### src/logic/pswrc_defines.vh
// pswrc_defines.vh: constants for the power state, wake and reset controller
// assumes: included by the design file by its bare name
`ifndef PSWRC_DEFINES_VH
`define PSWRC_DEFINES_VH
// ----------------------------------------
// register offsets
// ----------------------------------------
`define PSWRC_ADDR_CTRL      8'h00
`define PSWRC_ADDR_STAT      8'h01
`define PSWRC_ADDR_SBY_SEL   8'h02
`define PSWRC_ADDR_SEN_EN    8'h03
`define PSWRC_ADDR_TOUCH     8'h04
// ----------------------------------------
// control register fields
// ----------------------------------------
`define PSWRC_CTRL_LP_BIT    0
`define PSWRC_CTRL_DS_BIT    1
`define PSWRC_CTRL_INT_BIT   2
`define PSWRC_CTRL_SPI4_BIT  3
`define PSWRC_CTRL_PLINK_BIT 4
// ----------------------------------------
// reset values
// ----------------------------------------
`define PSWRC_CTRL_RST       8'h00
`define PSWRC_SBY_SEL_RST    8'h00
`define PSWRC_SEN_EN_RST     8'hFF
// ----------------------------------------
// power state encodings
// ----------------------------------------
`define PSWRC_ST_ACTIVE      2'h0
`define PSWRC_ST_STANDBY     2'h1
`define PSWRC_ST_DEEP        2'h2
`endif

### src/logic/pswrc_top.v
// pswrc_top.v: power state selection, deep sleep wake, wake pin and reset control
// assumes: one 100 MHz clock; reset pin, wake pin and host-link wake arrive asynchronously
//
// The plain strobed port and the address map were left to the implementer.
`timescale 1ns/10ps
`include "pswrc_defines.vh"

module pswrc_top #(
   parameter NCH = 8
) (
   input  wire           clk_i,
   input  wire           nrst_i,
   input  wire           ext_rst_i,
   input  wire [7:0]     reg_addr_i,
   input  wire [7:0]     reg_wdata_i,
   input  wire           reg_wr_i,
   input  wire           reg_rd_i,
   output reg  [7:0]     reg_rdata_o,
   input  wire           link_txn_i,
   input  wire [NCH-1:0] touch_det_i,
   input  wire           wake_pin_i,
   output wire           wake_pin_o,
   output wire           wake_pin_oe_o,
   output wire [NCH-1:0] sample_en_o,
   output wire           led_drive_en_o,
   output wire           blk_rst_o,
   output wire [1:0]     pwr_state_o,
   output wire           int_o
);

   // ----------------------------------------
   // reset and input synchronisers
   // ----------------------------------------
   reg [1:0] nrst_sync_q;
   reg [1:0] ext_sync_q;
   reg [1:0] wake_sync_q;
   reg [1:0] txn_sync_q;
   wire      rst_n;
   wire      ext_rst;
   wire      wake_in;
   wire      txn_in;

   always @(posedge clk_i or negedge nrst_i) begin
      if (!nrst_i) begin
         nrst_sync_q <= 2'h0;
      end else begin
         nrst_sync_q <= {nrst_sync_q[0], 1'b1};
      end
   end
   assign rst_n = nrst_sync_q[1];

   always @(posedge clk_i or negedge rst_n) begin
      if (!rst_n) begin
         ext_sync_q  <= 2'h0;
         wake_sync_q <= 2'h0;
         txn_sync_q  <= 2'h0;
      end else begin
         ext_sync_q  <= {ext_sync_q[0], ext_rst_i};
         wake_sync_q <= {wake_sync_q[0], wake_pin_i};
         txn_sync_q  <= {txn_sync_q[0], link_txn_i};
      end
   end
   assign ext_rst = ext_sync_q[1];
   assign wake_in = wake_sync_q[1];
   assign txn_in  = txn_sync_q[1];

   // held reset for every internal block while the pin is high
   assign blk_rst_o = ext_rst;

   // ----------------------------------------
   // registers
   // ----------------------------------------
   wire [7:0]     ctrl_q;
   wire [7:0]     sby_sel_q;
   wire [7:0]     sen_en_q;
   wire [NCH-1:0] touch_q;
   wire [1:0]     state_q;
   wire           wake_q;
   wire           txn_d1_q;
   reg  [7:0]     ctrl_d;
   reg  [7:0]     sby_sel_d;
   reg  [7:0]     sen_en_d;
   reg  [NCH-1:0] touch_d;
   reg  [1:0]     state_d;
   reg            wake_d;
   reg  [NCH-1:0] smp_d;
   reg  [NCH-1:0] nxt_smp;
   wire           lp_bit;
   wire           ds_bit;
   wire           spi4;
   wire           plink;
   wire           txn_rise;
   wire           wake_mon;
   wire           new_touch;
   wire           int_clr;

   assign lp_bit   = ctrl_q[`PSWRC_CTRL_LP_BIT];
   assign ds_bit   = ctrl_q[`PSWRC_CTRL_DS_BIT];
   assign spi4     = ctrl_q[`PSWRC_CTRL_SPI4_BIT];
   assign plink    = ctrl_q[`PSWRC_CTRL_PLINK_BIT];
   assign txn_rise = txn_in & ~txn_d1_q;
   assign wake_mon = (state_q == `PSWRC_ST_DEEP) & ~spi4;
   assign new_touch = |(touch_det_i & smp_d & ~touch_q);
   assign int_clr  = reg_wr_i & (reg_addr_i == `PSWRC_ADDR_CTRL)
                   & ~reg_wdata_i[`PSWRC_CTRL_INT_BIT];

   // ----------------------------------------
   // power state selection
   // ----------------------------------------
   always @* begin
      if (ds_bit & ~plink) begin
         state_d = `PSWRC_ST_DEEP;
      end else if (lp_bit) begin
         state_d = `PSWRC_ST_STANDBY;
      end else begin
         state_d = `PSWRC_ST_ACTIVE;
      end
   end

   // channels sampled per state
   always @* begin
      case (state_q)
         `PSWRC_ST_ACTIVE:  smp_d = sen_en_q[NCH-1:0];
         `PSWRC_ST_STANDBY: smp_d = sby_sel_q[NCH-1:0];
         `PSWRC_ST_DEEP:    smp_d = {NCH{1'b0}};
         default:           smp_d = {NCH{1'b0}};
      endcase
   end

   // ----------------------------------------
   // next values of the registers
   // ----------------------------------------
   // software write first, hardware events after, so the events win
   always @* begin
      ctrl_d = ctrl_q;
      if (reg_wr_i & (reg_addr_i == `PSWRC_ADDR_CTRL)) begin
         ctrl_d = {3'h0, reg_wdata_i[4:0]};
         // int flag is only cleared by software, not set by it
         ctrl_d[`PSWRC_CTRL_INT_BIT] = ctrl_q[`PSWRC_CTRL_INT_BIT]
                                     & reg_wdata_i[`PSWRC_CTRL_INT_BIT];
      end
      // a transaction in deep sleep wakes; it beats a same-cycle write
      if ((state_q == `PSWRC_ST_DEEP) & txn_rise) begin
         ctrl_d[`PSWRC_CTRL_DS_BIT] = 1'b0;
      end
      if (wake_mon & wake_in) begin
         ctrl_d[`PSWRC_CTRL_DS_BIT] = 1'b0;
      end
      // interrupt set wins over a clear in the same cycle
      if (new_touch) begin
         ctrl_d[`PSWRC_CTRL_INT_BIT] = 1'b1;
      end
   end

   always @* begin
      sby_sel_d = sby_sel_q;
      sen_en_d  = sen_en_q;
      if (reg_wr_i & (reg_addr_i == `PSWRC_ADDR_SBY_SEL)) begin
         sby_sel_d = reg_wdata_i;
      end
      if (reg_wr_i & (reg_addr_i == `PSWRC_ADDR_SEN_EN)) begin
         sen_en_d = reg_wdata_i;
      end
   end

   // mask of channels sampled in the next state
   always @* begin
      case (state_d)
         `PSWRC_ST_ACTIVE:  nxt_smp = sen_en_q[NCH-1:0];
         `PSWRC_ST_STANDBY: nxt_smp = sby_sel_q[NCH-1:0];
         default:           nxt_smp = {NCH{1'b0}};
      endcase
   end

   // touches latch until the int clear; a touch still present survives it
   always @* begin
      touch_d = touch_q | (touch_det_i & smp_d);
      if (int_clr) begin
         touch_d = touch_det_i & smp_d;
      end
      // touches of channels not sampled drop on a state change
      if (state_d != state_q) begin
         touch_d = touch_d & nxt_smp;
      end
   end

   // wake output in standby without four-wire mode
   always @* begin
      wake_d = wake_q;
      if ((state_q == `PSWRC_ST_STANDBY) & ~spi4 & new_touch) begin
         wake_d = 1'b1;
      end else if (int_clr | spi4 | (state_q != `PSWRC_ST_STANDBY)) begin
         wake_d = 1'b0;
      end
   end

   // ----------------------------------------
   // state registers
   // ----------------------------------------
   pswrc_dreg #(
      .W   (8),
      .RST (`PSWRC_CTRL_RST)
   ) i_ctrl_reg (
      .clk_i  (clk_i),
      .nrst_i (rst_n),
      .clr_i  (ext_rst),
      .d_i    (ctrl_d),
      .q_o    (ctrl_q)
   );

   pswrc_dreg #(
      .W   (8),
      .RST (`PSWRC_SBY_SEL_RST)
   ) i_sby_sel_reg (
      .clk_i  (clk_i),
      .nrst_i (rst_n),
      .clr_i  (ext_rst),
      .d_i    (sby_sel_d),
      .q_o    (sby_sel_q)
   );

   pswrc_dreg #(
      .W   (8),
      .RST (`PSWRC_SEN_EN_RST)
   ) i_sen_en_reg (
      .clk_i  (clk_i),
      .nrst_i (rst_n),
      .clr_i  (ext_rst),
      .d_i    (sen_en_d),
      .q_o    (sen_en_q)
   );

   pswrc_dreg #(
      .W   (NCH),
      .RST ({NCH{1'b0}})
   ) i_touch_reg (
      .clk_i  (clk_i),
      .nrst_i (rst_n),
      .clr_i  (ext_rst),
      .d_i    (touch_d),
      .q_o    (touch_q)
   );

   pswrc_dreg #(
      .W   (2),
      .RST (`PSWRC_ST_ACTIVE)
   ) i_state_reg (
      .clk_i  (clk_i),
      .nrst_i (rst_n),
      .clr_i  (ext_rst),
      .d_i    (state_d),
      .q_o    (state_q)
   );

   pswrc_dreg #(
      .W   (1),
      .RST (1'b0)
   ) i_wake_reg (
      .clk_i  (clk_i),
      .nrst_i (rst_n),
      .clr_i  (ext_rst),
      .d_i    (wake_d),
      .q_o    (wake_q)
   );

   pswrc_dreg #(
      .W   (1),
      .RST (1'b0)
   ) i_txn_d1_reg (
      .clk_i  (clk_i),
      .nrst_i (rst_n),
      .clr_i  (ext_rst),
      .d_i    (txn_in),
      .q_o    (txn_d1_q)
   );

   // ----------------------------------------
   // outputs
   // ----------------------------------------
   assign sample_en_o    = ext_rst ? {NCH{1'b0}} : smp_d;
   // led drive is independent of power state, off only during reset
   assign led_drive_en_o = ~ext_rst;
   assign wake_pin_o     = wake_q;
   // drive only in standby; in deep sleep the pin floats as an input
   assign wake_pin_oe_o  = (state_q == `PSWRC_ST_STANDBY) & ~spi4;
   assign pwr_state_o    = state_q;
   assign int_o          = ctrl_q[`PSWRC_CTRL_INT_BIT];

   // ----------------------------------------
   // register read port
   // ----------------------------------------
   always @(posedge clk_i or negedge rst_n) begin
      if (!rst_n) begin
         reg_rdata_o <= 8'h00;
      end else if (reg_rd_i & ~ext_rst) begin
         case (reg_addr_i)
            `PSWRC_ADDR_CTRL:    reg_rdata_o <= ctrl_q;
            `PSWRC_ADDR_STAT:    reg_rdata_o <= {5'h00, wake_q, state_q};
            `PSWRC_ADDR_SBY_SEL: reg_rdata_o <= sby_sel_q;
            `PSWRC_ADDR_SEN_EN:  reg_rdata_o <= sen_en_q;
            `PSWRC_ADDR_TOUCH:   reg_rdata_o <= touch_q;
            default:             reg_rdata_o <= 8'h00;
         endcase
      end else begin
         reg_rdata_o <= 8'h00;
      end
   end

endmodule // pswrc_top

// ----------------------------------------
// register with power-on reset and a held clear
// ----------------------------------------
// the clear is synchronous: the reset pin is already synchronised, never a second async reset
module pswrc_dreg #(
   parameter         W   = 1,
   parameter [W-1:0] RST = {W{1'b0}}
) (
   input  wire         clk_i,
   input  wire         nrst_i,
   input  wire         clr_i,
   input  wire [W-1:0] d_i,
   output reg  [W-1:0] q_o
);

   always @(posedge clk_i or negedge nrst_i) begin
      if (!nrst_i) begin
         q_o <= RST;
      end else if (clr_i) begin
         q_o <= RST;
      end else begin
         q_o <= d_i;
      end
   end

endmodule // pswrc_dreg

### config.mk
export PLATFORM = sky130hd
export DESIGN_NAME = pswrc_top
export DESIGN_NICKNAME = d
export VERILOG_FILES = /design/src/logic/pswrc_top.v
export VERILOG_INCLUDE_DIRS = /design/src /design/src/logic
export SDC_FILE = /design/constraint.sdc
export NUM_CORES = 1
export LEC_CHECK = 0
export ABC_AREA = 1
export BUFFER_PORTS_ARGS = -buffer_cell sky130_fd_sc_hd__buf_2
export CELL_PAD_IN_SITES_DETAIL_PLACEMENT = 1
export CELL_PAD_IN_SITES_GLOBAL_PLACEMENT = 1
export CORE_ASPECT_RATIO = 1.4
export CORE_MARGIN = 2
export CORE_UTILIZATION = 39
export CTS_BUF_LIST = sky130_fd_sc_hd__clkbuf_2
export CTS_CLUSTER_DIAMETER = 80
export CTS_CLUSTER_SIZE = 24
export DETAILED_ROUTE_END_ITERATION = 7
export MAX_ROUTING_LAYER = met4
export PLACE_DENSITY = 0.83
export SYNTH_ARGS = -nofsm -noshare
export SYNTH_HDL_FRONTEND = slang
export SYNTH_SLANG_ARGS = --single-unit
### constraint.sdc
create_clock -name clk_i -period 2.5 [get_ports clk_i]
set_input_delay 0 -clock clk_i [delete_from_list [all_inputs] [get_ports clk_i]]
set_output_delay 0 -clock clk_i [all_outputs]
set_load 0.01 [all_outputs]
==> impl_metrics.ini, run 1 <==
[outcome]
status = complete, no violations

[setup_path]
crit_top_cell = dlygate4sd3_1
r2r_cells = 8
critPathRequiredTime_ns = 2.91
rr_startpoint = i_ctrl_reg.q_o[4]$_DFFE_PN0P_
critPathMaxStageDelay_ns = 0.64
worst_r2r_endpoint = i_touch_reg.q_o[1]$_DFF_PN0_
slowest_stage = dlygate4sd3_1
cp-start-kind = input pin
path_depth = 12
path_max_fanout = 6
r2r_slack_ns = 0.40
crit_type = input pin to register
setup.worst_path.end = i_ctrl_reg.q_o[0]$_DFFE_PN0P_
crit_chain = dlygate4sd3_1 > buf_2 > nor2_2 > dlygate4sd3_1 > nand3_4 > dlygate4sd3_1 > nor2_4 > nand2_2 > nand2_2 > inv_1 > nand2_1 > o21ai_0
arrival_ns = 2.73
end_kind = register
cp-startpoint = reg_addr_i[6]
cp_num_buf_inv = 5
path_delay_family = buffers and inverters

[yosys]
post_synth.cell_area_avg_um2 = 7.921
ys_seq_area_share_pct = 45.24
ys_seq_elements = 49
synth_compound_area_share_pct = 13.64
muxShareOfSynthArea_pct = 0
synth_nets = 376
synthCells = 345
yosys.area_share.xor_xnor_pct = 0
ys.warnings.count = 0
synth-simple-area-share_pct = 31.73
synth_adder_area_share_pct = 0
synth_top_family_by_area = simple AND/OR/NAND/NOR gates
ys_types = 31
syn_area_um2 = 2733

[clock_tree]
clockBufferDepth = 2
numClockSinks = 49
cts_buffers = 5
cts.htree.levels = 2
clock_tree.root_cell = clkbuf_2
clk_latency_ns = 0.49
path_clk_slew_ns = 0.28
post-cts-setup-buffer-count = 0
cts_tree = built

[die]
start_util_pct = 39.65
die_w_um = 74.75
row_count = 36
io_pins = 54
core_area_um2 = 6892
dieArea_um2 = 7702
die_height_um = 103.0

[routing]
drt-total-wl_mm = 8.510
via_count = 2689
via_per_inst = 5.102
drt-initial-drc-count = 117
ant_nets = 0
drc = 0
first_pass_iters = 4
wl_per_cell_um = 16.15

[timing]
whs_ns = 0.009156
relSlewSlack_pct = 61.58
final-setup-viol-count = 0
setup-tns-final_ns = 0
min_period_ns = 2.318
finalHoldViolations = 0
clock_skew_ns = 0.02054
rsz0062_at_grt = false
finalCritPeriodShare_pct = 92.70
drv_slew = 0
layout_setup_ws_ns = 0.1824
worstMarginPinSlew_ns = 0.5756
fmax_mhz = 431.5

[finish]
syn_to_final_growth_pct = 26.24
nNetsFinal = 462
drive_gt1_share_pct = 25.00
finalNonFillerCells = 527
diodes = 0

[place]
dp.cells = 485
hpwl_mm = 6.461
pre_cts_ws_ns = 0.8492
io_buffer_count = 53
gp_congestion = 0.9312

[power]
p_total_w = 0.001585
powerDensity_nw_per_um2 = 459.4
peakVddDrop_mv = 0.3420
power.leakage_nw = 1.679

[global_route]
antenna_found_initial = 0
first_global_vias = 2867
grt_pass1_wl_mm = 13.60
grt_max_degree = 36
grt_overflow = 0
groute.usage.overall_pct = 24.55

[min_path]
hold_class = input pin to register

[flow_run]
drv_cap = 0
-- cells by family after synthesis --
| group | count (synthesis) |
|---|---|
| AND/OR/NAND/NOR | 172 |
| AO/OA/AOI/OAI | 69 |
| buffers and inverters | 54 |
| flip-flops | 49 |
| other | 1 |
-- metrics by stage --
stage | utilization (%) | area, um2
finish | 50.05 | 3450
global route | 50.05 | 3450
CTS | 50.02 | 3447
detailed placement | 44.35 | 3057
global placement | 44.35 | 3057
floorplan | - | 2733
-- timing repair --
| item | in CTS | in global routing |
|---|---|---|
| hold endpoints to repair | 43 | 0 |
| setup endpoints to repair | 0 | 1 |
| hold buffers | 34 | 0 |
| gates resized for setup | 0 | 1 |
-- worst register-to-register path, cell delays in order (launching register included) --
cell and delay (ns):
dfrtp_1 0.48, inv_1 0.09, nand2_2 0.14, nand2_2 0.14, o21ai_0 0.11, nor2_2 0.29, o21ai_0 0.13, a21oi_1 0.13
dlygate4sd3_1 0.57
-- power breakdown --
part	switching (W)	internal, W
combinational	0.000196	0.000125
sequential	0.0000442	0.000846
clock	0.000297	0.0000767
total	0.000537	0.00105
-- cells in the mapped netlist (all sizes together) --
| cell | instances | share of area [%] |
|---|---|---|
| clkbuf | 2 | 0.27 |
| nand3 | 48 | 9.8 |
| o211ai | 2 | 0.55 |
| conb | 1 | 0.14 |
| nor2 | 26 | 5.0 |
| inv | 43 | 6.2 |
| o21ai | 45 | 8.9 |
| nor3 | 4 | 1.7 |
| nand3b | 1 | 0.27 |
| dfrtp | 41 | 38 |
| nand2 | 83 | 12 |
| nand4 | 9 | 2.1 |
| dfstp | 8 | 7.7 |
| buf | 9 | 2.8 |
| o22ai | 3 | 0.69 |
| a21oi | 19 | 3.5 |
| and3 | 1 | 0.41 |
-- layer usage --
metal,up-vias,wire length (um),GRT usage (%)
li1,1310,-,-
met1,1316,3477,26.23
met2,51,4648,45.47
met3,12,225,3.519
met4,0,159,8.104
met5,-,0,-
-- state kept, by name, summed over array words and instances, names as in the netlist --
signal / flops
txn_sync_q: 2
i_state_reg.q_o: 2
i_wake_reg.q_o: 1
nrst_sync_q: 2
wake_sync_q: 2
i_txn_d1_reg.q_o: 1
ext_sync_q: 2
i_sen_en_reg.q_o: 8
i_sby_sel_reg.q_o: 8
i_ctrl_reg.q_o: 5
i_touch_reg.q_o: 8
reg_rdata_o: 8
-- worst min-delay path by stage --
stage                       start                       end  slack, ns  cells after the start
floorplan                  nrst_i  nrst_sync_q[0]$_DFF_PN0_      -0.30                      0
global placement           nrst_i  nrst_sync_q[0]$_DFF_PN0_      -0.21                      1
detailed placement         nrst_i  nrst_sync_q[0]$_DFF_PN0_      -0.21                      1
CTS                 reg_addr_i[5]  reg_rdata_o[2]$_DFF_PN0_      0.002                      6
global route        reg_addr_i[5]  reg_rdata_o[2]$_DFF_PN0_       0.02                      6
finish              reg_addr_i[5]  reg_rdata_o[2]$_DFF_PN0_      0.009                      6
-- cell usage in the layout (no fill, tap or decap), types with 4 or more instances in the layout --
| master | count |
|---|---|
| a21oi_1 | 19 |
| nand2_1 | 73 |
| dfstp_2 | 8 |
| nor2_2 | 4 |
| dfrtp_1 | 40 |
| nand3_1 | 44 |
| nand2_2 | 9 |
| nor2_4 | 4 |
| o21ai_2 | 5 |
| buf_2 | 53 |
| dlygate4sd3_1 | 34 |
| nand4_1 | 9 |
| clkbuf_2 | 5 |
| inv_1 | 39 |
| o21ai_0 | 37 |
| nor2_1 | 18 |
-- final cells by class --
| class | count | area, um2 |
|---|---|---|
| inverter | 43 | 168.9 |
| multi-input combinational | 242 | 1246 |
| clock inverter | 3 | 25.02 |
| fill | 888 | 3442 |
| timing repair buffer | 90 | 628.1 |
| clock buffer | 5 | 25.02 |
| sequential | 49 | 1237 |
| tap | 95 | 118.9 |
(Power assumes the default switching activity.)
==> run 2: changes to the inputs <==
--- a/config.mk
+++ b/config.mk
@@ -10,7 +10,7 @@
 export BUFFER_PORTS_ARGS = -buffer_cell sky130_fd_sc_hd__buf_2
 export CELL_PAD_IN_SITES_DETAIL_PLACEMENT = 1
 export CELL_PAD_IN_SITES_GLOBAL_PLACEMENT = 1
-export CORE_ASPECT_RATIO = 1.4
+export CORE_ASPECT_RATIO = 0.8
 export CORE_MARGIN = 2
 export CORE_UTILIZATION = 39
 export CTS_BUF_LIST = sky130_fd_sc_hd__clkbuf_2
@@ -19,6 +19,7 @@
 export DETAILED_ROUTE_END_ITERATION = 7
 export MAX_ROUTING_LAYER = met4
 export PLACE_DENSITY = 0.83
+export SKIP_CTS_REPAIR_TIMING = 1
 export SYNTH_ARGS = -nofsm -noshare
 export SYNTH_HDL_FRONTEND = slang
 export SYNTH_SLANG_ARGS = --single-unit
==> run 2 against run 1 <==
Sequential cell count unchanged. Non-clock buffer count down 7. Worst setup slack better by 0.38 ns. Via count up 0.26%. Sequential share of layout area up 0.93 points. Global-route usage down 2.2 points.
==> impl_metrics.ini, run 2 (synthesis gave the netlist of run 1 again) <==
[timing]
drv_slew = 0
min_period_ns = 1.940
rsz0062_at_grt = false
setup-tns-final_ns = 0
finalCritPeriodShare_pct = 77.60
finalHoldViolations = 0
clock_skew_ns = 0.02390
relSlewSlack_pct = 61.87
final-setup-viol-count = 0
fmax_mhz = 515.5
layout_setup_ws_ns = 0.5600
worstMarginPinSlew_ns = 0.5714

[clock_tree]
path_clk_slew_ns = 0.27
cts_tree = built
clockBufferDepth = 2
clk_latency_ns = 0.46
cts_buffers = 5
cts.htree.levels = 2
numClockSinks = 49
clock_tree.root_cell = clkbuf_2

[finish]
final_cell_mix = 74 x nand2_1, 53 x buf_2, 44 x nand3_1
multi_input_area_um2 = 1244
n_fill_cell = 883
ff_latch_area_um2 = 1237
layout_commonest_cell = nand2_1
drive_gt1_share_pct = 25.18
nNetsFinal = 455
syn_to_final_growth_pct = 23.03

[power]
peakVddDrop_mv = 0.2447
powerDensity_nw_per_um2 = 460.6
power.leakage_nw = 1.642

[routing]
drt-initial-drc-count = 194
wl_per_cell_um = 16.41
drc = 0
via_count = 2696
via_per_inst = 5.255
first_pass_iters = 4
drt-total-wl_mm = 8.418
ant_nets = 0

[setup_path]
critPathMaxStageDelay_ns = 0.62
crit_chain = nor2_2 > nand2_1 > a21oi_1 > buf_2
slowest_stage = dfrtp_1
end_kind = primary output
cp-start-kind = register
critPathRequiredTime_ns = 2.50
path_delay_family = flip-flops
arrival_ns = 1.94
path_max_fanout = 14
cp_num_buf_inv = 1
crit_type = register to primary output

[place]
io_buffer_count = 53
pre_cts_ws_ns = 0.8556
gp_congestion = 0.9258
hpwl_mm = 6.606

[global_route]
first_global_vias = 2505
grt_overflow = 0
antenna_found_initial = 0
grt_max_degree = 24
groute.usage.overall_pct = 22.32
grt_pass1_wl_mm = 13.14

[min_path]
hold_class = input pin to register

[outcome]
status = complete, no violations

[flow_run]
drv_cap = 0

[die]
row_count = 27
core_area_um2 = 6824
io_pins = 54
die_height_um = 78.87
die_w_um = 97.59
start_util_pct = 40.04
dieArea_um2 = 7697
[run 2: cell count changes in the layout (fill, tap and decap cells not counted)]
cell and delta:
buf_4 +1, clkinv_1 +1, diode_2 +1, dlygate4sd3_1 -8
inv_6 -1, nand2_1 +1, nand2_2 -1
[run 2: worst min-delay path: stages]
cell and delay (ns):
buf_2 0.18, nand4_1 0.12, o211ai_1 0.08, nand2_1 0.06
inv_1 0.03
[run 2: final cells by class]
class / count / share of cell area, %
clock inverter: 3 / 0.5955
antenna: 1 / 0.07443
clock buffer: 5 / 0.7443
inverter: 43 / 5.024
timing repair buffer: 83 / 16.52
sequential: 49 / 36.81
tap: 87 / 3.238
multi-input combinational: 242 / 36.99
[run 2: path summary, 6_finish.rpt]
| path | slack [ns] | cells past startpoint | endpoint | start |
|---|---|---|---|---|
| worst min register to register | 0.24 | 0 | i_touch_reg.q_o[0]$_DFF_PN0_ | nrst_sync_q[1]$_DFF_PN0_ |
| worst max register to register | 0.63 | 6 | i_sby_sel_reg.q_o[7]$_DFFE_PN0P_ | ext_sync_q[1]$_DFF_PN0_ |
| max in group asynchronous | 1.58 | 1 | i_sen_en_reg.q_o[5]$_DFFE_PN1P_ | nrst_sync_q[1]$_DFF_PN0_ |
| worst max-delay path | 0.56 | 4 | sample_en_o[1] | i_state_reg.q_o[0]$_DFF_PN0_ |
| min in group asynchronous | 0.24 | 0 | i_touch_reg.q_o[0]$_DFF_PN0_ | nrst_sync_q[1]$_DFF_PN0_ |
| worst min-delay path | 0.005 | 5 | reg_rdata_o[7]$_DFF_PN0_ | reg_addr_i[1] |
[run 2: through the flow]
| step | std cells | util [%] | hold WS [ns] | area, um2 | total power, W |
|---|---|---|---|---|---|
| after floorplan | 345 | - | -0.2956 | 2733 | 0.001072 |
| after global placement | 478 | 44.76 | -0.2153 | 3054 | 0.001176 |
| after detailed placement | 478 | 44.76 | -0.2136 | 3054 | 0.001187 |
| after CTS | 486 | 45.42 | -0.7331 | 3099 | 0.001536 |
| after global routing | 512 | 49.23 | 0.02234 | 3359 | 0.001637 |
| final | 513 | 49.27 | 0.005303 | 3362 | 0.001548 |
[run 2: where the power goes]
group	internal, W	leakage (nW)	total, W	switching [W]
clock	0.0000692	0.0270	0.000345	0.000276
sequential	0.000846	0.623	0.000898	0.0000520
combinational	0.000116	0.991	0.000305	0.000190
[run 2: routing by layer]
metal  up-vias  wire length (um)  share of wire [%]  GRT usage [%]
li1       1300                 -                  -              -
met1      1295              3947                 47          31.43
met2        91              3881                 46          34.97
met3        10               526                6.2          3.785
met4         0                63               0.75          3.472
met5         -                 0                  0              -
==> run 3: changes to the inputs <==
--- a/config.mk
+++ b/config.mk
@@ -12,13 +12,13 @@
 export CELL_PAD_IN_SITES_GLOBAL_PLACEMENT = 1
 export CORE_ASPECT_RATIO = 0.8
 export CORE_MARGIN = 2
-export CORE_UTILIZATION = 39
+export CORE_UTILIZATION = 38
 export CTS_BUF_LIST = sky130_fd_sc_hd__clkbuf_2
 export CTS_CLUSTER_DIAMETER = 80
 export CTS_CLUSTER_SIZE = 24
 export DETAILED_ROUTE_END_ITERATION = 7
 export MAX_ROUTING_LAYER = met4
-export PLACE_DENSITY = 0.83
+export PLACE_DENSITY = 0.85
 export SKIP_CTS_REPAIR_TIMING = 1
 export SYNTH_ARGS = -nofsm -noshare
 export SYNTH_HDL_FRONTEND = slang
==> constraint.sdc (replaced) <==
create_clock -name clk_i -period 1.7 [get_ports clk_i]
set_input_delay 0 -clock clk_i [delete_from_list [all_inputs] [get_ports clk_i]]
set_output_delay 0 -clock clk_i [all_outputs]
set_load 0.01 [all_outputs]
==> run 3 against run 2 <==
Largest cell class unchanged. Critical path depth rose by 1. Critical path type unchanged. Highest routed layer unchanged. Via count up 1.3%. Worst hold slack improved by 0.0028 ns. Combinational power grew 68%. Routed wire length rose by 7.6%.
==> impl_metrics.ini, run 3 (synthesis gave the netlist of run 1 again) <==
[outcome]
status = complete, no violations

[timing]
relSlewSlack_pct = 58.65
layout_setup_ws_ns = 0.07302
drv_slew = 0
min_period_ns = 1.627
whs_ns = 0.008142
rsz0062_at_grt = true
finalHoldViolations = 0
final-setup-viol-count = 0
fmax_mhz = 614.6
finalCritPeriodShare_pct = 95.70
clock_skew_ns = 0.01348
worstMarginPinSlew_ns = 0.6202

[power]
seqPwrFrac_pct = 56.0
p_sw_w = 0.0007934
p_total_w = 0.002344
switching_share_pct = 33.85
pwr-share-clk_pct = 22.1
p_int_w = 0.001551
power.leakage_nw = 1.697
p_comb_share_pct = 21.9
powerDensity_nw_per_um2 = 668.6
peakVddDrop_mv = 0.3171

[routing]
drt-initial-drc-count = 138
wl_per_cell_um = 17.48
first_pass_iters = 4
drc = 0
via_count = 2732
drt-total-wl_mm = 9.054
via_per_inst = 5.274
ant_nets = 0

[global_route]
first_global_vias = 2565
grt_overflow = 0
antenna_found_initial = 0
grt_max_degree = 48
grt_pass1_wl_mm = 13.48
groute.usage.overall_pct = 22.83

[setup_path]
critPathRequiredTime_ns = 1.70
end_kind = primary output
path_max_fanout = 8
cp-start-kind = register
arrival_ns = 1.63
crit_type = register to primary output

[die]
start_util_pct = 39.46
die_height_um = 79.85
core_area_um2 = 6925
die_w_um = 98.81
io_pins = 54
row_count = 27
dieArea_um2 = 7889

[clock_tree]
cts_buffers = 5
numClockSinks = 49
cts_tree = built
cts.htree.levels = 2
clockBufferDepth = 2
path_clk_slew_ns = 0.27
clk_latency_ns = 0.45
clock_tree.root_cell = clkbuf_2

[finish]
drive_gt1_share_pct = 30.39
diodes = 0
syn_to_final_growth_pct = 28.30
fin_area_um2 = 3506
final_cell_mix = 66 x nand2_1, 52 x buf_2, 43 x nand3_1
final_util_pct = 50.62
layout_commonest_cell = nand2_1
nNetsFinal = 461

[place]
pre_cts_ws_ns = 0.1424
placed_area_um2 = 3077
gp_congestion = 0.9222
io_buffer_count = 53
hpwl_mm = 6.649

[min_path]
hold_class = input pin to register

[flow_run]
drv_cap = 0
==> run 3: changes by cell type in the layout (fill, tap and decap cells not counted), sizes merged <==
cell	delta
buf	+5
clkinv	+1
clkinvlp	-1
diode	-1
dlygate4sd3	+1
==> run 3: cell type report <==
cell class | count | area, um2
Multi-Input combinational cell | 242 | 1314
Tap cell | 87 | 108.9
Inverter | 43 | 171.4
Clock buffer | 5 | 25.02
Fill cell | 869 | 3420
Sequential cell | 49 | 1240
Clock inverter | 3 | 21.27
Timing Repair Buffer | 89 | 625.6
==> run 3: through the flow <==
| step | instances | TNS [ns] |
|---|---|---|
| after global routing | 518 | -0.01211 |
| after global placement | 481 | 0 |
| after CTS | 489 | -0.4691 |
| after floorplan | 345 | 0 |
| final | 518 | 0 |
| after detailed placement | 481 | 0 |
==> run 3: worst max-delay path: stages, from the launching register on <==
cell and delay (ns):
dfrtp_2 0.53, nor2_4 0.14, buf_12 0.14, nand2_2 0.07, a21oi_2 0.15, buf_2 0.15
==> run 3: worst paths after layout <==
path / start / endpoint / slack [ns] / cells after the start
worst max-delay path: i_state_reg.q_o[1]$_DFF_PN0_ / sample_en_o[0] / 0.07 / 5
worst min-delay path: reg_addr_i[1] / reg_rdata_o[7]$_DFF_PN0_ / 0.008 / 5
worst max register to register: i_state_reg.q_o[0]$_DFF_PN0_ / i_ctrl_reg.q_o[2]$_DFFE_PN0P_ / 0.13 / 9
worst min register to register: nrst_sync_q[1]$_DFF_PN0_ / reg_rdata_o[3]$_DFF_PN0_ / 0.36 / 1
max in group asynchronous: nrst_sync_q[1]$_DFF_PN0_ / i_state_reg.q_o[1]$_DFF_PN0_ / 0.86 / 1
min in group asynchronous: nrst_i / nrst_sync_q[1]$_DFF_PN0_ / 0.34 / 3
==> run 3: layer usage <==
layer | GRT usage, % | share of wire [%]
met5 | - | 0
met1 | 31.92 | 47
met4 | 3.562 | 0.75
met3 | 5.517 | 5.9
met2 | 34.53 | 46
==> run 3: power by group through the flow <==
stage	logic [W]	clock network [W]	registers, W
floorplan	0.000259	0	0.00132
global placement	0.000410	0	0.00132
detailed placement	0.000425	0	0.00132
CTS	0.000427	0.000531	0.00130
global route	0.000568	0.000602	0.00132
finish	0.000513	0.000518	0.00131
